[config.mk]
export PLATFORM = sky130hd
export DESIGN_NAME = rcmr_top
export DESIGN_NICKNAME = d
export VERILOG_FILES = /design/src/core/rcmr_pkg.sv /design/src/core/rcmr_top.sv
export SDC_FILE = /design/constraint.sdc
export NUM_CORES = 1
export LEC_CHECK = 0
export ABC_CLOCK_PERIOD_IN_PS = 2350
export BUFFER_PORTS_ARGS = -buffer_cell sky130_fd_sc_hd__buf_2
export CAP_MARGIN = 15
export CORE_UTILIZATION = 40
export CTS_CLUSTER_SIZE = 16
export DETAILED_ROUTE_END_ITERATION = 16
export MAX_ROUTING_LAYER = met4
export PLACE_DENSITY = 0.73
export SLEW_MARGIN = 10
export SYNTH_ARGS = -nofsm -noshare
export SYNTH_HDL_FRONTEND = slang
export SYNTH_SLANG_ARGS = --single-unit
[constraint.sdc]
create_clock -name clk -period 2.35 [get_ports clk]
set_input_delay 0.5875 -clock clk [delete_from_list [all_inputs] [get_ports clk]]
set_output_delay 0.5875 -clock clk [all_outputs]
set_load 0.01 [all_outputs]
[src/core/rcmr_pkg.sv]
// Package of constants and types for the reset cause and memory remap block
package rcmr_pkg;
	// Clock and timing
	localparam int unsigned CLK_PERIOD_NS = 100; // 10 MHz system clock
	localparam int unsigned RST_HOLD_NS = 1000; // Least time the system reset is held
	localparam int unsigned RST_HOLD_CYC = (RST_HOLD_NS + CLK_PERIOD_NS - 1) / CLK_PERIOD_NS; // Rounded up
	localparam int unsigned HOLD_CNT_W = 8; // Width of the hold counter

	// Register byte offsets
	localparam logic [7:0] REG_MIRROR = 8'h00; // bottom_mirror_select
	localparam logic [7:0] REG_CAUSE = 8'h04; // reset_cause_flags
	localparam logic [7:0] REG_CAUSE_CLR = 8'h08; // reset_cause_clear
	localparam logic [7:0] REG_IRQ_STAT = 8'h0C; // Sticky event status
	localparam logic [7:0] REG_IRQ_MASK = 8'h10; // Event mask

	// Field positions
	localparam int unsigned MIRROR_SRAM_BIT = 0; // 1 = SRAM at the bottom
	localparam int unsigned CAUSE_POR_BIT = 0; // Power-on flag
	localparam int unsigned CAUSE_WDOG_BIT = 1; // Watchdog flag
	localparam int unsigned CAUSE_SW_BIT = 2; // Software reset flag
	localparam int unsigned CAUSE_W = 3; // Implemented cause bits
	localparam int unsigned EVT_USER_BIT = 0; // Handover to user code
	localparam int unsigned EVT_FAULT_BIT = 1; // Hidden or unmapped access
	localparam int unsigned EVT_RST_BIT = 2; // A reset sequence started
	localparam int unsigned EVT_W = 3; // Event bits

	// Reset values
	localparam logic [CAUSE_W-1:0] CAUSE_POR_VAL = 3'h1; // Only the power-on flag
	localparam logic [EVT_W-1:0] EVT_RST_VAL = 3'h0; // Status and mask clear

	// Memory map defaults (byte addresses)
	localparam logic [31:0] VEC_TOP = 32'h00000020; // Exception vectors end
	localparam logic [31:0] MIRROR_BYTES = 32'h00010000; // Size of the mirrored bottom
	localparam logic [31:0] SRAM_BASE = 32'h00010000; // SRAM at its own address
	localparam logic [31:0] SRAM_BYTES = 32'h00002000; // SRAM size
	localparam logic [31:0] FLASH_BASE = 32'h00080000; // Flash at its upper address
	localparam logic [31:0] FLASH_BYTES = 32'h00010000; // Flash size
	localparam logic [31:0] KERNEL_BASE = 32'h000F0000; // Hidden configuration code
	localparam logic [31:0] KERNEL_BYTES = 32'h00000800; // Hidden region size
	localparam logic [31:0] RESET_VECTOR = 32'h00000000; // Jump target after kernel

	// Sequencer states
	typedef enum logic [1:0] {
		RCMR_HOLD,
		RCMR_KERNEL,
		RCMR_USER
	} rcmr_seq_t;

	// Registered decode answer for one core access
	typedef struct packed {
		logic sel_flash; // Flash selected
		logic sel_sram; // SRAM selected
		logic sel_kernel; // Hidden code selected
		logic fault; // Access refused
		logic [31:0] off; // Offset inside the selected memory
	} rcmr_dec_t;
endpackage : rcmr_pkg

[src/core/rcmr_top.sv]
// Reset cause recorder, reset sequencer and bottom memory remap decoder
//
// Functional notes
// - Exception vectors live in the bottom region.
// - Every reset mirrors flash, clears select bit.
// - Select bit one puts SRAM at bottom.
// - Select bit zero restores flash at bottom.
// - Start in kernel, then jump to zero.
// - Kernel region hidden from user code.
// - Four reset sources, flags kept until cleared.
// - Power-on reset sets cause bit zero.
// - Watchdog reset sets cause bit one.
// - Writing cause bit two forces software reset.
// - Flags clear only through the clear register or power-on reset.
// - External reset sets no flag at all.
// - Cause bits seven to three read zero.
`timescale 1ns/1ps
`default_nettype none
module rcmr_top #(
	parameter logic [31:0] MIRROR_BYTES = rcmr_pkg::MIRROR_BYTES, // Mirrored bottom size
	parameter int unsigned HOLD_CYC = rcmr_pkg::RST_HOLD_CYC // System reset hold length
) (
	input wire logic clk, // 10 MHz clock
	input wire logic rst_b, // Power-on reset, synchronous
	input wire logic ext_rst_b, // External reset pin
	input wire logic wdog_expire, // Watchdog timeout pulse
	input wire logic boot_mode_pin, // High selects normal boot
	input wire logic kernel_done, // Kernel finished its setup
	input wire logic [7:0] bus_addr, // Register byte address
	input wire logic [31:0] bus_wdata, // Register write data
	input wire logic bus_wr, // Write strobe
	input wire logic bus_rd, // Read strobe
	output logic [31:0] bus_rdata_r, // Read data, one cycle later
	input wire logic cpu_req, // Core access valid
	input wire logic [31:0] cpu_addr, // Core access address
	output rcmr_pkg::rcmr_dec_t dec_r, // Registered decode answer
	output logic sys_rst_b_r, // System reset to core
	output logic kernel_mode_r, // Core runs hidden code
	output logic vec_jump_r, // Pulse: jump to reset vector
	output logic irq_r // Level interrupt
);
	localparam int unsigned HOLD_CNT_W_L = rcmr_pkg::HOLD_CNT_W; // Counter width
	localparam logic [HOLD_CNT_W_L-1:0] HOLD_LOAD = HOLD_CNT_W_L'(HOLD_CYC - 1); // Counter load

	rcmr_pkg::rcmr_seq_t seq_r; // Sequencer state
	logic [HOLD_CNT_W_L-1:0] hold_cnt_r; // Cycles left in hold
	logic mirror_r; // SRAM mirrored at bottom
	logic [rcmr_pkg::CAUSE_W-1:0] cause_r; // Reset cause flags
	logic [rcmr_pkg::EVT_W-1:0] evt_stat_r; // Sticky events
	logic [rcmr_pkg::EVT_W-1:0] evt_mask_r; // Event mask
	logic [rcmr_pkg::EVT_W-1:0] evt_set; // Events this cycle
	logic [rcmr_pkg::CAUSE_W-1:0] cause_nxt; // Next cause flags
	logic sw_rst_req; // Software reset write
	logic clr_wr; // Write to clear register
	logic rst_trig; // Any non power-on reset source
	rcmr_pkg::rcmr_dec_t dec_nxt; // Decode of this access

	// Range test shared by every window of the map
	function automatic logic in_win(input logic [31:0] a, input logic [31:0] base, input logic [31:0] size);
		in_win = (a >= base) && ((a - base) < size);
	endfunction : in_win

	// Decoder: bottom window follows the select bit, kernel is hidden
	function automatic rcmr_pkg::rcmr_dec_t decode(input logic [31:0] a, input logic sram_sel, input logic kmode,
			input logic [31:0] mbytes);
		rcmr_pkg::rcmr_dec_t d;
		d = '0;
		if (in_win(a, 32'h00000000, mbytes)) begin // Bottom incl. vectors
			d.sel_sram = sram_sel;
			d.sel_flash = !sram_sel;
			d.off = a;
			d.fault = sram_sel && (a >= rcmr_pkg::SRAM_BYTES); // SRAM smaller than the window
		end else if (in_win(a, rcmr_pkg::SRAM_BASE, rcmr_pkg::SRAM_BYTES)) begin
			d.sel_sram = 1'b1;
			d.off = a - rcmr_pkg::SRAM_BASE;
		end else if (in_win(a, rcmr_pkg::FLASH_BASE, rcmr_pkg::FLASH_BYTES)) begin
			d.sel_flash = 1'b1;
			d.off = a - rcmr_pkg::FLASH_BASE;
		end else if (in_win(a, rcmr_pkg::KERNEL_BASE, rcmr_pkg::KERNEL_BYTES) && kmode) begin
			d.sel_kernel = 1'b1;
			d.off = a - rcmr_pkg::KERNEL_BASE;
		end else begin // Hidden region from user code, or unmapped
			d.fault = 1'b1;
		end
		decode = d;
	endfunction : decode

	// Strobe decode
	assign sw_rst_req = bus_wr && (bus_addr == rcmr_pkg::REG_CAUSE) && bus_wdata[rcmr_pkg::CAUSE_SW_BIT];
	assign clr_wr = bus_wr && (bus_addr == rcmr_pkg::REG_CAUSE_CLR);
	assign rst_trig = !ext_rst_b || wdog_expire || sw_rst_req;

	// Cause flags next value: clear first, then set, so a set wins
	always_comb begin
		cause_nxt = cause_r;
		if (clr_wr) begin
			cause_nxt = cause_nxt & ~bus_wdata[rcmr_pkg::CAUSE_W-1:0];
		end
		if (wdog_expire) begin
			cause_nxt[rcmr_pkg::CAUSE_WDOG_BIT] = 1'b1;
		end
		if (sw_rst_req) begin
			cause_nxt[rcmr_pkg::CAUSE_SW_BIT] = 1'b1;
		end
	end

	// Cause register; external pin adds nothing, so zero means external
	always_ff @(posedge clk) begin
		if (!rst_b) begin
			cause_r <= rcmr_pkg::CAUSE_POR_VAL;
		end else begin
			cause_r <= cause_nxt;
		end
	end

	// Reset sequencer: hold, hidden kernel, then user code
	always_ff @(posedge clk) begin
		if (!rst_b) begin
			seq_r <= rcmr_pkg::RCMR_HOLD;
			hold_cnt_r <= HOLD_LOAD;
			vec_jump_r <= 1'b0;
		end else begin
			vec_jump_r <= 1'b0;
			if (rst_trig) begin // Any source restarts the sequence
				seq_r <= rcmr_pkg::RCMR_HOLD;
				hold_cnt_r <= HOLD_LOAD;
			end else begin
				unique case (seq_r)
					rcmr_pkg::RCMR_HOLD: begin
						if (hold_cnt_r == '0) begin
							seq_r <= rcmr_pkg::RCMR_KERNEL;
						end else begin
							hold_cnt_r <= hold_cnt_r - 1'b1;
						end
					end
					rcmr_pkg::RCMR_KERNEL: begin
						// Low boot pin keeps the core in the kernel for download
						if (kernel_done && boot_mode_pin) begin
							seq_r <= rcmr_pkg::RCMR_USER;
							vec_jump_r <= 1'b1;
						end
					end
					rcmr_pkg::RCMR_USER: begin
						seq_r <= rcmr_pkg::RCMR_USER;
					end
					default: begin // Unused code falls back to hold without reloading the counter
						seq_r <= rcmr_pkg::RCMR_HOLD;
					end
				endcase
			end
		end
	end

	// Core-facing levels, registered so they never glitch
	always_ff @(posedge clk) begin
		if (!rst_b) begin
			sys_rst_b_r <= 1'b0;
			kernel_mode_r <= 1'b0;
		end else begin
			sys_rst_b_r <= !rst_trig && (seq_r != rcmr_pkg::RCMR_HOLD);
			kernel_mode_r <= !rst_trig && (seq_r == rcmr_pkg::RCMR_KERNEL);
		end
	end

	// Mirror select: any reset puts flash back at the bottom
	always_ff @(posedge clk) begin
		if (!rst_b) begin
			mirror_r <= 1'b0;
		end else if (rst_trig || (seq_r == rcmr_pkg::RCMR_HOLD)) begin
			mirror_r <= 1'b0;
		end else if (bus_wr && (bus_addr == rcmr_pkg::REG_MIRROR)) begin
			mirror_r <= bus_wdata[rcmr_pkg::MIRROR_SRAM_BIT];
		end
	end

	// Access decode; uses the live select so the next access sees it
	assign dec_nxt = decode(cpu_addr, mirror_r, kernel_mode_r, MIRROR_BYTES);
	always_ff @(posedge clk) begin
		if (!rst_b) begin
			dec_r <= '0;
		end else if (cpu_req) begin
			dec_r <= dec_nxt;
		end else begin
			dec_r <= '0; // Idle cycles select nothing
		end
	end

	// Events feeding the interrupt status
	always_comb begin
		evt_set = '0;
		evt_set[rcmr_pkg::EVT_USER_BIT] = vec_jump_r;
		evt_set[rcmr_pkg::EVT_FAULT_BIT] = cpu_req && dec_nxt.fault;
		evt_set[rcmr_pkg::EVT_RST_BIT] = rst_trig;
	end

	// Status is cleared by its read; a coincident event survives
	always_ff @(posedge clk) begin
		if (!rst_b) begin
			evt_stat_r <= rcmr_pkg::EVT_RST_VAL;
		end else if (bus_rd && (bus_addr == rcmr_pkg::REG_IRQ_STAT)) begin
			evt_stat_r <= evt_set;
		end else begin
			evt_stat_r <= evt_stat_r | evt_set;
		end
	end

	// Mask register
	always_ff @(posedge clk) begin
		if (!rst_b) begin
			evt_mask_r <= rcmr_pkg::EVT_RST_VAL;
		end else if (bus_wr && (bus_addr == rcmr_pkg::REG_IRQ_MASK)) begin
			evt_mask_r <= bus_wdata[rcmr_pkg::EVT_W-1:0];
		end
	end

	// Interrupt registered from the stored status and this cycle's events
	always_ff @(posedge clk) begin
		if (!rst_b) begin
			irq_r <= 1'b0;
		end else begin
			irq_r <= |((evt_stat_r | evt_set) & evt_mask_r);
		end
	end

	// Read data for the cycle after the strobe; unmapped reads give zero
	always_ff @(posedge clk) begin
		if (!rst_b) begin
			bus_rdata_r <= '0;
		end else begin
			bus_rdata_r <= '0;
			if (bus_rd) begin
				unique case (bus_addr)
					rcmr_pkg::REG_MIRROR: bus_rdata_r <= {31'h00000000, mirror_r};
					rcmr_pkg::REG_CAUSE: bus_rdata_r <= {29'h00000000, cause_r};
					rcmr_pkg::REG_IRQ_STAT: bus_rdata_r <= {29'h00000000, evt_stat_r};
					rcmr_pkg::REG_IRQ_MASK: bus_rdata_r <= {29'h00000000, evt_mask_r};
					default: bus_rdata_r <= '0; // Clear register reads zero
				endcase
			end
		end
	end

	// Checks kept beside the logic
	chk_remap_reset: assert property (@(posedge clk) disable iff (!rst_b)
		rst_trig |=> !mirror_r ##1 !mirror_r) else $error("mirror not cleared by reset");
	chk_por_flags: assert property (@(posedge clk)
		rst_b && !$past(rst_b) |-> cause_r == rcmr_pkg::CAUSE_POR_VAL) else $error("power-on flags wrong");
	chk_wdog_flag: assert property (@(posedge clk) disable iff (!rst_b)
		wdog_expire |=> cause_r[rcmr_pkg::CAUSE_WDOG_BIT] && !sys_rst_b_r) else $error("watchdog flag missing");
	chk_sw_reset: assert property (@(posedge clk) disable iff (!rst_b)
		sw_rst_req |=> cause_r[rcmr_pkg::CAUSE_SW_BIT] && (seq_r == rcmr_pkg::RCMR_HOLD)) else $error("sw reset lost");
	chk_clear_only: assert property (@(posedge clk) disable iff (!rst_b)
		$past(rst_b) && |($past(cause_r) & ~cause_r) |-> $past(clr_wr)) else $error("flag fell without clear");
	chk_ext_noflag: assert property (@(posedge clk) disable iff (!rst_b)
		!ext_rst_b && !wdog_expire && !bus_wr && (cause_r == '0) |=> cause_r == '0) else $error("external set a flag");
	chk_rsvd_zero: assert property (@(posedge clk) disable iff (!rst_b)
		bus_rd && (bus_addr == rcmr_pkg::REG_CAUSE) |=> bus_rdata_r[31:3] == '0) else $error("reserved bits set");
	chk_bottom_sram: assert property (@(posedge clk) disable iff (!rst_b)
		cpu_req && mirror_r && (cpu_addr < rcmr_pkg::VEC_TOP) |=> dec_r.sel_sram && !dec_r.sel_flash)
		else $error("vector not from SRAM");
	chk_bottom_flash: assert property (@(posedge clk) disable iff (!rst_b)
		cpu_req && !mirror_r && (cpu_addr < rcmr_pkg::VEC_TOP) |=> dec_r.sel_flash && !dec_r.sel_sram)
		else $error("vector not from flash");
	chk_kernel_hidden: assert property (@(posedge clk) disable iff (!rst_b)
		cpu_req && !kernel_mode_r && (cpu_addr == rcmr_pkg::KERNEL_BASE) |=> dec_r.fault && !dec_r.sel_kernel)
		else $error("kernel visible to user");
	chk_boot_jump: assert property (@(posedge clk) disable iff (!rst_b)
		(seq_r == rcmr_pkg::RCMR_KERNEL) && kernel_done && boot_mode_pin && !rst_trig
		|=> vec_jump_r ##1 (seq_r == rcmr_pkg::RCMR_USER) && !kernel_mode_r) else $error("no jump to vector");

	// Power-on reset leaves flash at the bottom and only the power-on flag
	chk_por_state: assert property (@(posedge clk)
		!rst_b |=> !mirror_r && (cause_r == rcmr_pkg::CAUSE_POR_VAL) && !sys_rst_b_r)
		else $error("power-on state wrong");

	// A legal write of one maps SRAM in at the next edge
	chk_mirror_set: assert property (@(posedge clk) disable iff (!rst_b)
		bus_wr && (bus_addr == rcmr_pkg::REG_MIRROR) && bus_wdata[0] && !rst_trig && (seq_r != rcmr_pkg::RCMR_HOLD)
		|=> mirror_r) else $error("mirror set lost");

	// A write of zero maps flash back; the swap is reversible
	chk_mirror_clr: assert property (@(posedge clk) disable iff (!rst_b)
		bus_wr && (bus_addr == rcmr_pkg::REG_MIRROR) && !bus_wdata[0]
		|=> !mirror_r) else $error("mirror clear lost");

	// Core stays in reset for the whole hold
	chk_hold_sysrst: assert property (@(posedge clk) disable iff (!rst_b)
		(seq_r == rcmr_pkg::RCMR_HOLD) |=> !sys_rst_b_r)
		else $error("core released during hold");

	// External pin restarts the hold at once
	chk_ext_restart: assert property (@(posedge clk) disable iff (!rst_b)
		!ext_rst_b |=> (seq_r == rcmr_pkg::RCMR_HOLD) && !sys_rst_b_r)
		else $error("external reset ignored");

	// Without a clear write no flag may fall, whatever non power-on reset comes
	chk_flags_kept: assert property (@(posedge clk) disable iff (!rst_b)
		!clr_wr |=> (cause_r & $past(cause_r)) == $past(cause_r))
		else $error("flag lost without clear");

	// Software reset drops the core and the hidden code at once
	chk_sw_restart: assert property (@(posedge clk) disable iff (!rst_b)
		sw_rst_req |=> !sys_rst_b_r && !kernel_mode_r)
		else $error("sw reset left core running");

	// Clear register is write only and reads zero
	chk_clear_reads: assert property (@(posedge clk) disable iff (!rst_b)
		bus_rd && (bus_addr == rcmr_pkg::REG_CAUSE_CLR) |=> bus_rdata_r == '0)
		else $error("clear register read nonzero");

	// Hidden code is reachable while the kernel runs
	chk_kernel_seen: assert property (@(posedge clk) disable iff (!rst_b)
		cpu_req && kernel_mode_r && (cpu_addr == rcmr_pkg::KERNEL_BASE) |=> dec_r.sel_kernel && !dec_r.fault)
		else $error("kernel refused to itself");

	// SRAM is smaller than the window; the gap above it is refused
	chk_sram_gap: assert property (@(posedge clk) disable iff (!rst_b)
		cpu_req && mirror_r && (cpu_addr >= rcmr_pkg::SRAM_BYTES) && (cpu_addr < MIRROR_BYTES)
		|=> dec_r.fault) else $error("SRAM gap not refused");

	// Jump is a single pulse
	chk_jump_pulse: assert property (@(posedge clk) disable iff (!rst_b)
		vec_jump_r |=> !vec_jump_r)
		else $error("jump pulse too long");

	// Low boot pin keeps the core in the kernel
	chk_kernel_hold: assert property (@(posedge clk) disable iff (!rst_b)
		(seq_r == rcmr_pkg::RCMR_KERNEL) && !boot_mode_pin && !rst_trig |=> seq_r == rcmr_pkg::RCMR_KERNEL)
		else $error("left kernel with pin low");

	// Idle cycles select no memory at all
	chk_idle_dec: assert property (@(posedge clk) disable iff (!rst_b)
		!cpu_req |=> dec_r == '0)
		else $error("decode without request");

	// Read data stand only after a read strobe
	chk_rdata_idle: assert property (@(posedge clk) disable iff (!rst_b)
		!bus_rd |=> bus_rdata_r == '0)
		else $error("read data without strobe");
endmodule : rcmr_top
`default_nettype wire

# [Word level (Yosys, flattened, before mapping)]
# Cells that the tools add are included.
[totals] ff_bits=92 in_bits=81 out_inout_bits=72
[op_classes] addsub=4 n_lt_le_gt_ge=9 n_eq_ne=8 muxes=21 bitwise=8 n_reduce_logical=37
[op_table] op="32-bit two-way mux" count=3
[op_table] op="32-bit by 20-bit >= comparator with 1-bit output (second input constant)" count=2
[op_table] op="32-bit by 17-bit < comparator with 1-bit output (second input constant)" count=2
[op_table] op="32-bit by 20-bit subtractor with 32-bit output (second input constant)" count=2
[op_table] op="33-bit two-way mux" count=1
[op_table] op="32-bit by 1-bit >= comparator with 1-bit output (second input constant)" count=1
[op_table] op="32-bit by 14-bit >= comparator with 1-bit output (second input constant)" count=1
[op_table] op="32-bit by 17-bit >= comparator with 1-bit output (second input constant)" count=1
[op_table] op="32-bit by 12-bit < comparator with 1-bit output (second input constant)" count=1
[op_table] op="32-bit by 14-bit < comparator with 1-bit output (second input constant)" count=1
[op_table] op="32-bit by 17-bit subtractor with 32-bit output (second input constant)" count=1
[op_table] op="8-bit by 4-bit == test with 1-bit output (second input constant)" count=2
[op_table] op="1-bit logical AND" count=16
[op_table] op="8-bit logical NOT" count=2
[op_table] op="3-bit case mux with 4 select lines" count=1
[op_table] op="1-bit two-way mux" count=10
[op_table] op="8-bit by 3-bit == test with 1-bit output (second input constant)" count=1
[op_table] op="8-bit by 5-bit == test with 1-bit output (second input constant)" count=1
[op_table] op="2-bit AND reduction" count=4
[op_table] op="8-bit by 1-bit subtractor with 8-bit output (second input constant)" count=1
[op_table] op="3-bit bitwise AND" count=2
[op_table] op="2-bit two-way mux" count=3
[op_table] op="3-bit two-way mux" count=2
[op_table] op="2-bit case mux with 3 select lines" count=1
[op_table] op="other kinds (13)" count=25

# [Depth between registers and ports, before layout]
# Gate-level depths: netlist of the first run.
[logic_depth] word_depth=12 ltp_mapped=10 ltp_nobuf=8

# [Least setup slack after synthesis of the first run]
# No wires, ideal clock.
[synth_path] kind="input to register" start="input port cpu_addr[16]" end="register dec_r[10] in the netlist's numbering" setup_time_ps=59 arrival_time_ps=2103 required_ps=2291 path_slack_ps=188 stages=9 n_path_buf=1 cell_sequence="inv_1 > ha_1 > nor3b_1 > and4_1 > xnor2_1 > nand4_1 > a31oi_4 > buf_4 > and2_1"
[synth_via] elab_chain_len=8 word_cells_on_any_way=20 classes_between="add/sub: 3; order compare: 8; mux: 4; reduce/logical: 5"
[synth_rtl] item="start: declaration" line="rcmr_top.sv:35" source="input wire logic [31:0] cpu_addr,"
[synth_rtl] item="32-bit by 20-bit subtractor with 32-bit output" line="rcmr_top.sv:60" source="in_win = (a >= base) && ((a - base) < size);"
[synth_rtl] item="32-bit by 12-bit < comparator with 1-bit output" line="rcmr_top.sv:60"
[synth_rtl] item="1-bit logical AND" line="rcmr_top.sv:60"
[synth_rtl] item="1-bit logical AND" line="rcmr_top.sv:79" source="end else if (in_win(a, rcmr_pkg::KERNEL_BASE, rcmr_pkg::KERNEL_BYTES) && kmode) begin"
[synth_rtl] item="32-bit two-way mux" line="rcmr_top.sv:79"
[synth_rtl] item="32-bit two-way mux" line="rcmr_top.sv:76" source="end else if (in_win(a, rcmr_pkg::FLASH_BASE, rcmr_pkg::FLASH_BYTES)) begin"
[synth_rtl] item="32-bit two-way mux" line="rcmr_top.sv:73" source="end else if (in_win(a, rcmr_pkg::SRAM_BASE, rcmr_pkg::SRAM_BYTES)) begin"
[synth_rtl] item="33-bit two-way mux (*)" line="rcmr_top.sv:68" source="if (in_win(a, 32'h00000000, mbytes)) begin"
[synth_rtl] item="end signal: assignment" line="rcmr_top.sv:182" source="dec_r <= dec_nxt;"
[synth_rtl] item="end: declaration" line="rcmr_top.sv:36" source="output rcmr_pkg::rcmr_dec_t dec_r,"
# Mark *: on every way between the ends. The rest lies on a longest branch, timed or not.
# A chain may end at the register's enable or synchronous reset.

# [Worst setup path after layout of the first run]
[layout_path] start="input port cpu_addr[26]" end="register dec_r[6] in the netlist's numbering"
# The elaborated chain is that of the path after synthesis.

==> results.ini, run 1 <==
[synthesis]
ys_warn_count = 0
yosysSeqAreaShare_pct = 44.2
muxShareOfSynthArea_pct = 2.94
synthCells = 305
yosysUniqueCellTypes = 55
synth_compound_area_share_pct = 9.57
yosys.area.top_type_share_pct = 44.2
yosys.area_share.adder_pct = 4.39
synth-simple-area-share_pct = 24.4
synth_area_leaders = dfxtp_1 (44%), buf_4 (7.9%), ha_1 (4.4%)
async_reset_ff_share_pct = 0
yosys.area_share.xor_xnor_pct = 3.38
synth.avg_cell_area_um2 = 9.35
yosysTopAreaCell = dfxtp_1
syn_area_um2 = 2850
synth-seq-cells = 63
synth_most_common_cell = dfxtp_1
synth_edf_count = 0
yosys-top-cells-count = dfxtp_1 (63), buf_4 (30), nor2_1 (26)
synth_top_family_by_area = simple AND/OR/NAND/NOR gates
yosys_most_used_dff = dfxtp_1

[sta]
maxSlewViolCount = 0
hold_violations = 0
fmax_mhz = 513
rsz0062_at_grt = false
min_period_ns = 1.95
fin_tns_setup_ns = 0
setup_viol = 0
fin_worst_skew_ns = 0.0108
fin_crit_sh_pct = 83.0

[die]
ios = 153
core_um2 = 6830
die_h_um = 86.4
die_w_um = 86.4
initial_core_util_pct = 41.7
rows = 30
dieArea_um2 = 7470

[critical_path]
rrSetupSlack_ns = 0.49
path_class = input pin to flip-flop
critPathTopFamily = simple AND/OR/NAND/NOR gates
end_kind = flip-flop
r2r-start = seq_r[0]
timing.critical_path.arrival_ns = 2.23
reg2regPathDepth = 8
r2r_end = hold_cnt_r[7]
required_ns = 2.63
startpoint_type = input pin
path_cells = buf_2, nor3_1, nand4_1, nor4_1, o21ai_1, a31oi_4, buf_12, and2_1
critPathBufInv = 2
max_stage_delay_ns = 0.33
crit_slowest_cell = nor4_1
worstPathMaxFanout = 16

[route]
wl_um = 6060
drt-wirelength-per-cell_um = 11.3
wl_met3_um = 460
vias = 2387
avgViaCountPerCell = 4.44
drt_iter0_drc = 130
wl_met1_um = 2630
drtPass1Iterations = 4
routed-wl-met2_um = 2940
drc = 0
top_layer_used = met4
drtAntennaViolNets = 0

[global_routing]
overflow = 0
first_global_vias = 2171
antenna_found_initial = 0
grt.total_usage_pct = 17.4
grt_max_degree = 17
grt_pass1_wl_um = 9760

[clocking]
cts.clk_slew.worst_paths_ns = 0.08
root_buffer = clkbuf_8
cts.path.max_buffers = 2
cts_resized = 0
cts_tree = yes
htreeDepth = 3
post-cts-setup-buffer-count = 0
ctsHoldBuffers = 0
clk_latency_ns = 0.34
cts.sinks = 63
cts_made_buffers = 9

[worst_hold_path]
min_path_type = flip-flop to flip-flop
hold_depth = 2
min_from = cause_r[0]
hold_end = cause_r[0]

[place]
place_congestion = 0.846
numPortBuffers = 94
hpwl_um = 4650

[finish]
finish.net_count = 528
syn_to_final_growth_pct = 31.4
layout-drive-gt1-share_pct = 33.0
diodes = 0

[power]
ir_worst_vdd_v = 0.000322
p_total_mw = 2.38
p_per_area_nw_per_um2 = 634
leakage_nw = 1.73

[job]
drv_cap = 0

[run_status]
outcome = finished, final reports clean

## area by class of cell
class                           instances  area (um2)
Inverter                               15        56.3
Multi-Input combinational cell        234        1440
Sequential cell                        63        1260
Clock buffer                            9         124
Fill cell                             629        3090
Clock inverter                          7         103
Tap cell                               96         120
Timing Repair Buffer                  114         646
## worst register-to-register path: cells and delay by family, from the launching register on
family | cells | cell delay (ns)
flip-flops | 1 | 0.32
adder cells (fa/ha/maj) | 1 | 0.23
XOR/XNOR | 1 | 0.17
AO/OA/AOI/OAI | 1 | 0.34
AND/OR/NAND/NOR | 3 | 0.59
buffers and inverters | 2 | 0.13
## cells in the final DEF (no fill, tap or decap), types with 2 or more instances in the layout
master,instances
inv_6,3
o21ai_1,2
nand3_1,8
ha_1,10
nor2b_1,2
nand4_1,7
nor4b_2,2
conb_1,43
nand2_1,23
clkbuf_8,9
or3_4,2
nor3_1,7
buf_12,2
xor2_1,4
nor3b_1,3
mux2_2,3
xnor2_1,7
o21ai_0,5
or3_1,4
a22oi_1,2
mux2i_1,5
inv_1,14
buf_4,18
nand3b_1,3
a21oi_1,17
bufinv_16,2
and2_1,19
buf_2,94
nor2_1,26
a31oi_1,2
dfxtp_1,63
nor4_1,4
## routing by layer
layer  up-vias  GRT usage [%]
li1       1239              -
met3         2           5.71
met5         -              -
met2       110           29.8
met1      1036           18.6
met4         0           7.27
## report_power, final
group | total [mW] | internal, mW | switching, mW | leakage [nW]
logic | 0.209 | 0.0890 | 0.120 | 1.11
clock network | 1.08 | 0.610 | 0.465 | 0.111
registers | 1.09 | 1.09 | 0.00667 | 0.514
## worst max-delay path by stage
| stage | startpoint | to | slack, ns | cells past startpoint |
|---|---|---|---|---|
| floorplan | cpu_addr[16] | dec_r[10] | 0.19 | 9 |
| global placement | cpu_addr[16] | irq_r | 0.09 | 9 |
| detailed placement | cpu_addr[16] | evt_stat_r[1] | 0.05 | 10 |
| CTS | cpu_addr[17] | irq_r | 0.42 | 9 |
| global route | cpu_addr[17] | irq_r | 0.28 | 9 |
| finish | cpu_addr[26] | dec_r[6] | 0.40 | 8 |
## sequential cells by signal (all words and copies together), names as in the netlist
register and count:
bus_rdata_r 3, cause_r 3, dec_r 36, evt_mask_r 3, evt_stat_r 3, hold_cnt_r 8, irq_r 1, kernel_mode_r 1
mirror_r 1, seq_r 2, sys_rst_b_r 1, vec_jump_r 1
## stage by stage
step / instance area [um2] / std cells / util, % / setup WS [ns] / hold slack [ns]
after floorplan: 3010 / 347 / - / 0.188 / 0.417
after global placement: 3520 / 522 / 51.5 / 0.0940 / 0.434
after detailed placement: 3520 / 522 / 51.5 / 0.0454 / 0.439
after CTS: 3750 / 538 / 54.8 / 0.417 / 0.429
after global routing: 3750 / 538 / 54.8 / 0.281 / 0.425
final: 3750 / 538 / 54.8 / 0.400 / 0.449
## cells by family after synthesis
logic type      after synthesis
compound gates               41
xor+xnor                     11
fa+ha+maj                    10
buf+inv                      50
flops                        63
mux                           8
other cells                   1
simple gates                121
Power figures use the tool's default switching activity.
==> run 2: changes to the inputs <==
ABC_AREA = 1   (was default)
ABC_CLOCK_PERIOD_IN_PS = 2000   (was 2350)
PLACE_DENSITY = 0.68   (was 0.73)
clock period = 2 ns   (was 2.35 ns; I/O delays follow)
==> run 2 against run 1 <==
Net effect: the run now ends with setup timing left; die area increased by 38%; clock power grew 16%; final cell count rose by 72%; first-iteration DRC count grew 70%; sequential share of layout area is 11 points lower; critical endpoint is now dec_r[15]; largest cell class unchanged.
==> results.ini, run 2 <==
[critical_path]
startpoint_type = input pin
r2r-start = hold_cnt_r[0]
path_cells = buf_6, clkinvlp_4, ha_4, nand2_2, inv_2, buf_4, nor2_4, nand3_2, nor3_2, nand4_1, nor3_2, nand4_2, nand2_2, nor2_4, buf_12, nor3_4
max_stage_delay_ns = 0.18  ; -0.15 ns
reg2regPathDepth = 12  ; +4
end_kind = flip-flop
crit_slowest_cell = ha_4
required_ns = 2.26  ; -0.37 ns
rrSetupSlack_ns = 0.25  ; -0.24 ns
path_class = input pin to flip-flop
r2r_end = hold_cnt_r[6]
worstPathMaxFanout = 9  ; -7
timing.critical_path.arrival_ns = 2.31  ; +0.08 ns

[die]
dieArea_um2 = 10300  ; +38%
ios = 153  ; unchanged
rows = 35  ; +17%
die_h_um = 101  ; +17%
die_w_um = 101  ; +17%
core_um2 = 9420  ; +38%
initial_core_util_pct = 42.0  ; +0.31 points

[place]
numPortBuffers = 94  ; unchanged
place_congestion = 0.952  ; +12%
preCtsSetupSlack_ns = -0.438  ; -0.483 ns
hpwl_um = 8800  ; +89%

[clocking]
cts.sinks = 63  ; unchanged
cts_made_buffers = 9  ; unchanged
clk_latency_ns = 0.35  ; about the same
ctsHoldBuffers = 0  ; unchanged
htreeDepth = 3  ; unchanged
cts.path.max_buffers = 2  ; unchanged
cts.clk_slew.worst_paths_ns = 0.08  ; about the same
root_buffer = clkbuf_8
cts_tree = yes

[power]
leakage_nw = 2.89  ; +67%
p_per_area_nw_per_um2 = 544  ; -14%
ir_worst_vdd_v = 0.000290  ; -9.7%

[synthesis]
yosys_most_used_dff = dfxtp_1
synthCells = 596  ; +95%
synth_most_common_cell = nand2_1
synth.avg_cell_area_um2 = 6.64  ; -29%
ys_warn_count = 0  ; unchanged
yosysTopAreaCell = dfxtp_1
syn_area_um2 = 3960  ; +39%
yosys-top-cells-count = nand2_1 (154), inv_1 (78), nor2_1 (78)
synth_area_leaders = dfxtp_1 (32%), nand2_1 (15%), inv_1 (7.4%)
synth-seq-cells = 63  ; unchanged
synth_edf_count = 0  ; unchanged
yosysUniqueCellTypes = 41  ; -25%
async_reset_ff_share_pct = 0  ; unchanged
yosys.area.top_type_share_pct = 31.9  ; -12 points
yosysSeqAreaShare_pct = 31.9  ; -12 points

[sta]
fin_worst_skew_ns = 0.0167  ; +0.00583 ns
maxSlewViolCount = 0  ; unchanged
setup_viol = 7  ; +7
min_period_ns = 2.05
fmax_mhz = 487
fin_crit_sh_pct = 103
hold_violations = 0  ; unchanged
worst_slack_ns = -0.0514  ; -0.451 ns
rsz0062_at_grt = true

[finish]
finish.utilization_pct = 60.3  ; +5.5 points
finish.net_count = 882  ; +67%
multi_input_area_um2 = 2560  ; +78%
final_cell_mix = nand2_1 (140), buf_2 (90), inv_1 (75)
diodes = 0  ; unchanged
largest_register_ffs = 36  ; unchanged
fill_cells = 849  ; +35%
final_common_cell = nand2_1
regMostFlops = dec_r
syn_to_final_growth_pct = 43.4
regArea_um2 = 1260  ; unchanged
reg_top3 = dec_r: 36 flops, hold_cnt_r: 8 flops
layout-drive-gt1-share_pct = 35.8  ; +2.8 points

[global_routing]
grt_pass1_wl_um = 17100  ; +75%
overflow = 0  ; unchanged
first_global_vias = 3930  ; +81%
antenna_found_initial = 0  ; unchanged
grt.total_usage_pct = 21.9  ; +4.4 points
grt_max_degree = 14  ; -3

[route]
wl_um = 11100  ; +83%
drtPass1Iterations = 5  ; +1
routed-wl-met2_um = 5440  ; +85%
drc = 0  ; unchanged
drt-wirelength-per-cell_um = 12.0  ; +6.3%
drtAntennaViolNets = 0  ; unchanged
wl_met3_um = 629  ; +37%
drt_iter0_drc = 221  ; +70%
avgViaCountPerCell = 4.66  ; +5.1%
vias = 4308  ; +80%
top_layer_used = met4
wl_met1_um = 4860  ; +85%

[worst_hold_path]
hold_depth = 2  ; unchanged
min_from = rst_b
hold_end = cause_r[0]
min_path_type = input pin to flip-flop

[run_status]
outcome = complete, but fails checks
violations = setup timing

[job]
drv_cap = 0  ; unchanged

[run 2: logic make-up after synthesis]
family                     count (synthesis)  synth area share, %
AOI/OAI and AO/OA                         44                 6.04
xor gates and xnor gates                  12                 2.65
adders and majority gates                 11                 3.48
buffers and inverters                    117                 14.7
DFF                                       63                 31.9
other                                      1               0.0947
and+or+nand+nor                          348                 41.2
[run 2: per-stage QoR]
stage	cells	cell area, um2	hold slack (ns)	total power, mW	TNS [ns]
final	924	5680	0.409	3.09	-0.203
after floorplan	638	4150	0.434	1.61	-0.0336
after detailed placement	905	5120	0.465	1.81	-9.24
after CTS	923	5410	0.380	3.07	0
after global routing	924	5680	0.397	3.23	-1.12
after global placement	905	5120	0.445	1.80	-7.87
[run 2: critical path: cells and delay by family]
| family | cells | cell delay, ns |
|---|---|---|
| AND/OR/NAND/NOR | 10 | 1.11 |
| adder cells (fa/ha/maj) | 1 | 0.18 |
| buffers and inverters | 5 | 0.52 |
[run 2: cell type report]
| type | count | share of cell area (%) |
|---|---|---|
| clock buffer | 9 | 2.18 |
| clock inverter | 7 | 1.76 |
| inverter | 83 | 5.69 |
| multi-input combinational | 458 | 45.1 |
| sequential | 63 | 22.2 |
| tap | 129 | 2.84 |
| timing repair buffer | 175 | 20.2 |
[run 2: where the power goes]
| part | internal (mW) | total [mW] | leakage (nW) | switching (mW) |
|---|---|---|---|---|
| combinational | 0.222 | 0.549 | 2.26 | 0.327 |
| clock | 0.717 | 1.25 | 0.115 | 0.537 |
| sequential | 1.28 | 1.28 | 0.514 | 0.00713 |
[run 2: worst max path at each step]
stage                            start        end  slack (ns)
after global routing      cpu_addr[16]  dec_r[15]       -0.12
final                     cpu_addr[16]  dec_r[15]       -0.05
after global placement    cpu_addr[23]   dec_r[3]       -0.39
after CTS                 cpu_addr[16]   dec_r[3]       0.001
after floorplan           cpu_addr[16]  dec_r[14]       -0.02
after detailed placement  cpu_addr[23]  dec_r[15]       -0.44
[run 2: per-layer routing]
| layer | global-route usage (%) | up-vias |
|---|---|---|
| met4 | 6.91 | 0 |
| met5 | - | - |
| met3 | 3.80 | 12 |
| met2 | 36.6 | 162 |
| met1 | 26.7 | 1944 |
| li1 | - | 2190 |
[run 2: repair_timing]
item,4_1_cts,5_1_grt
pin swaps,5,28
endpoints found under the setup margin,17,23
gates resized for setup,11,69
buffers inserted,2,2
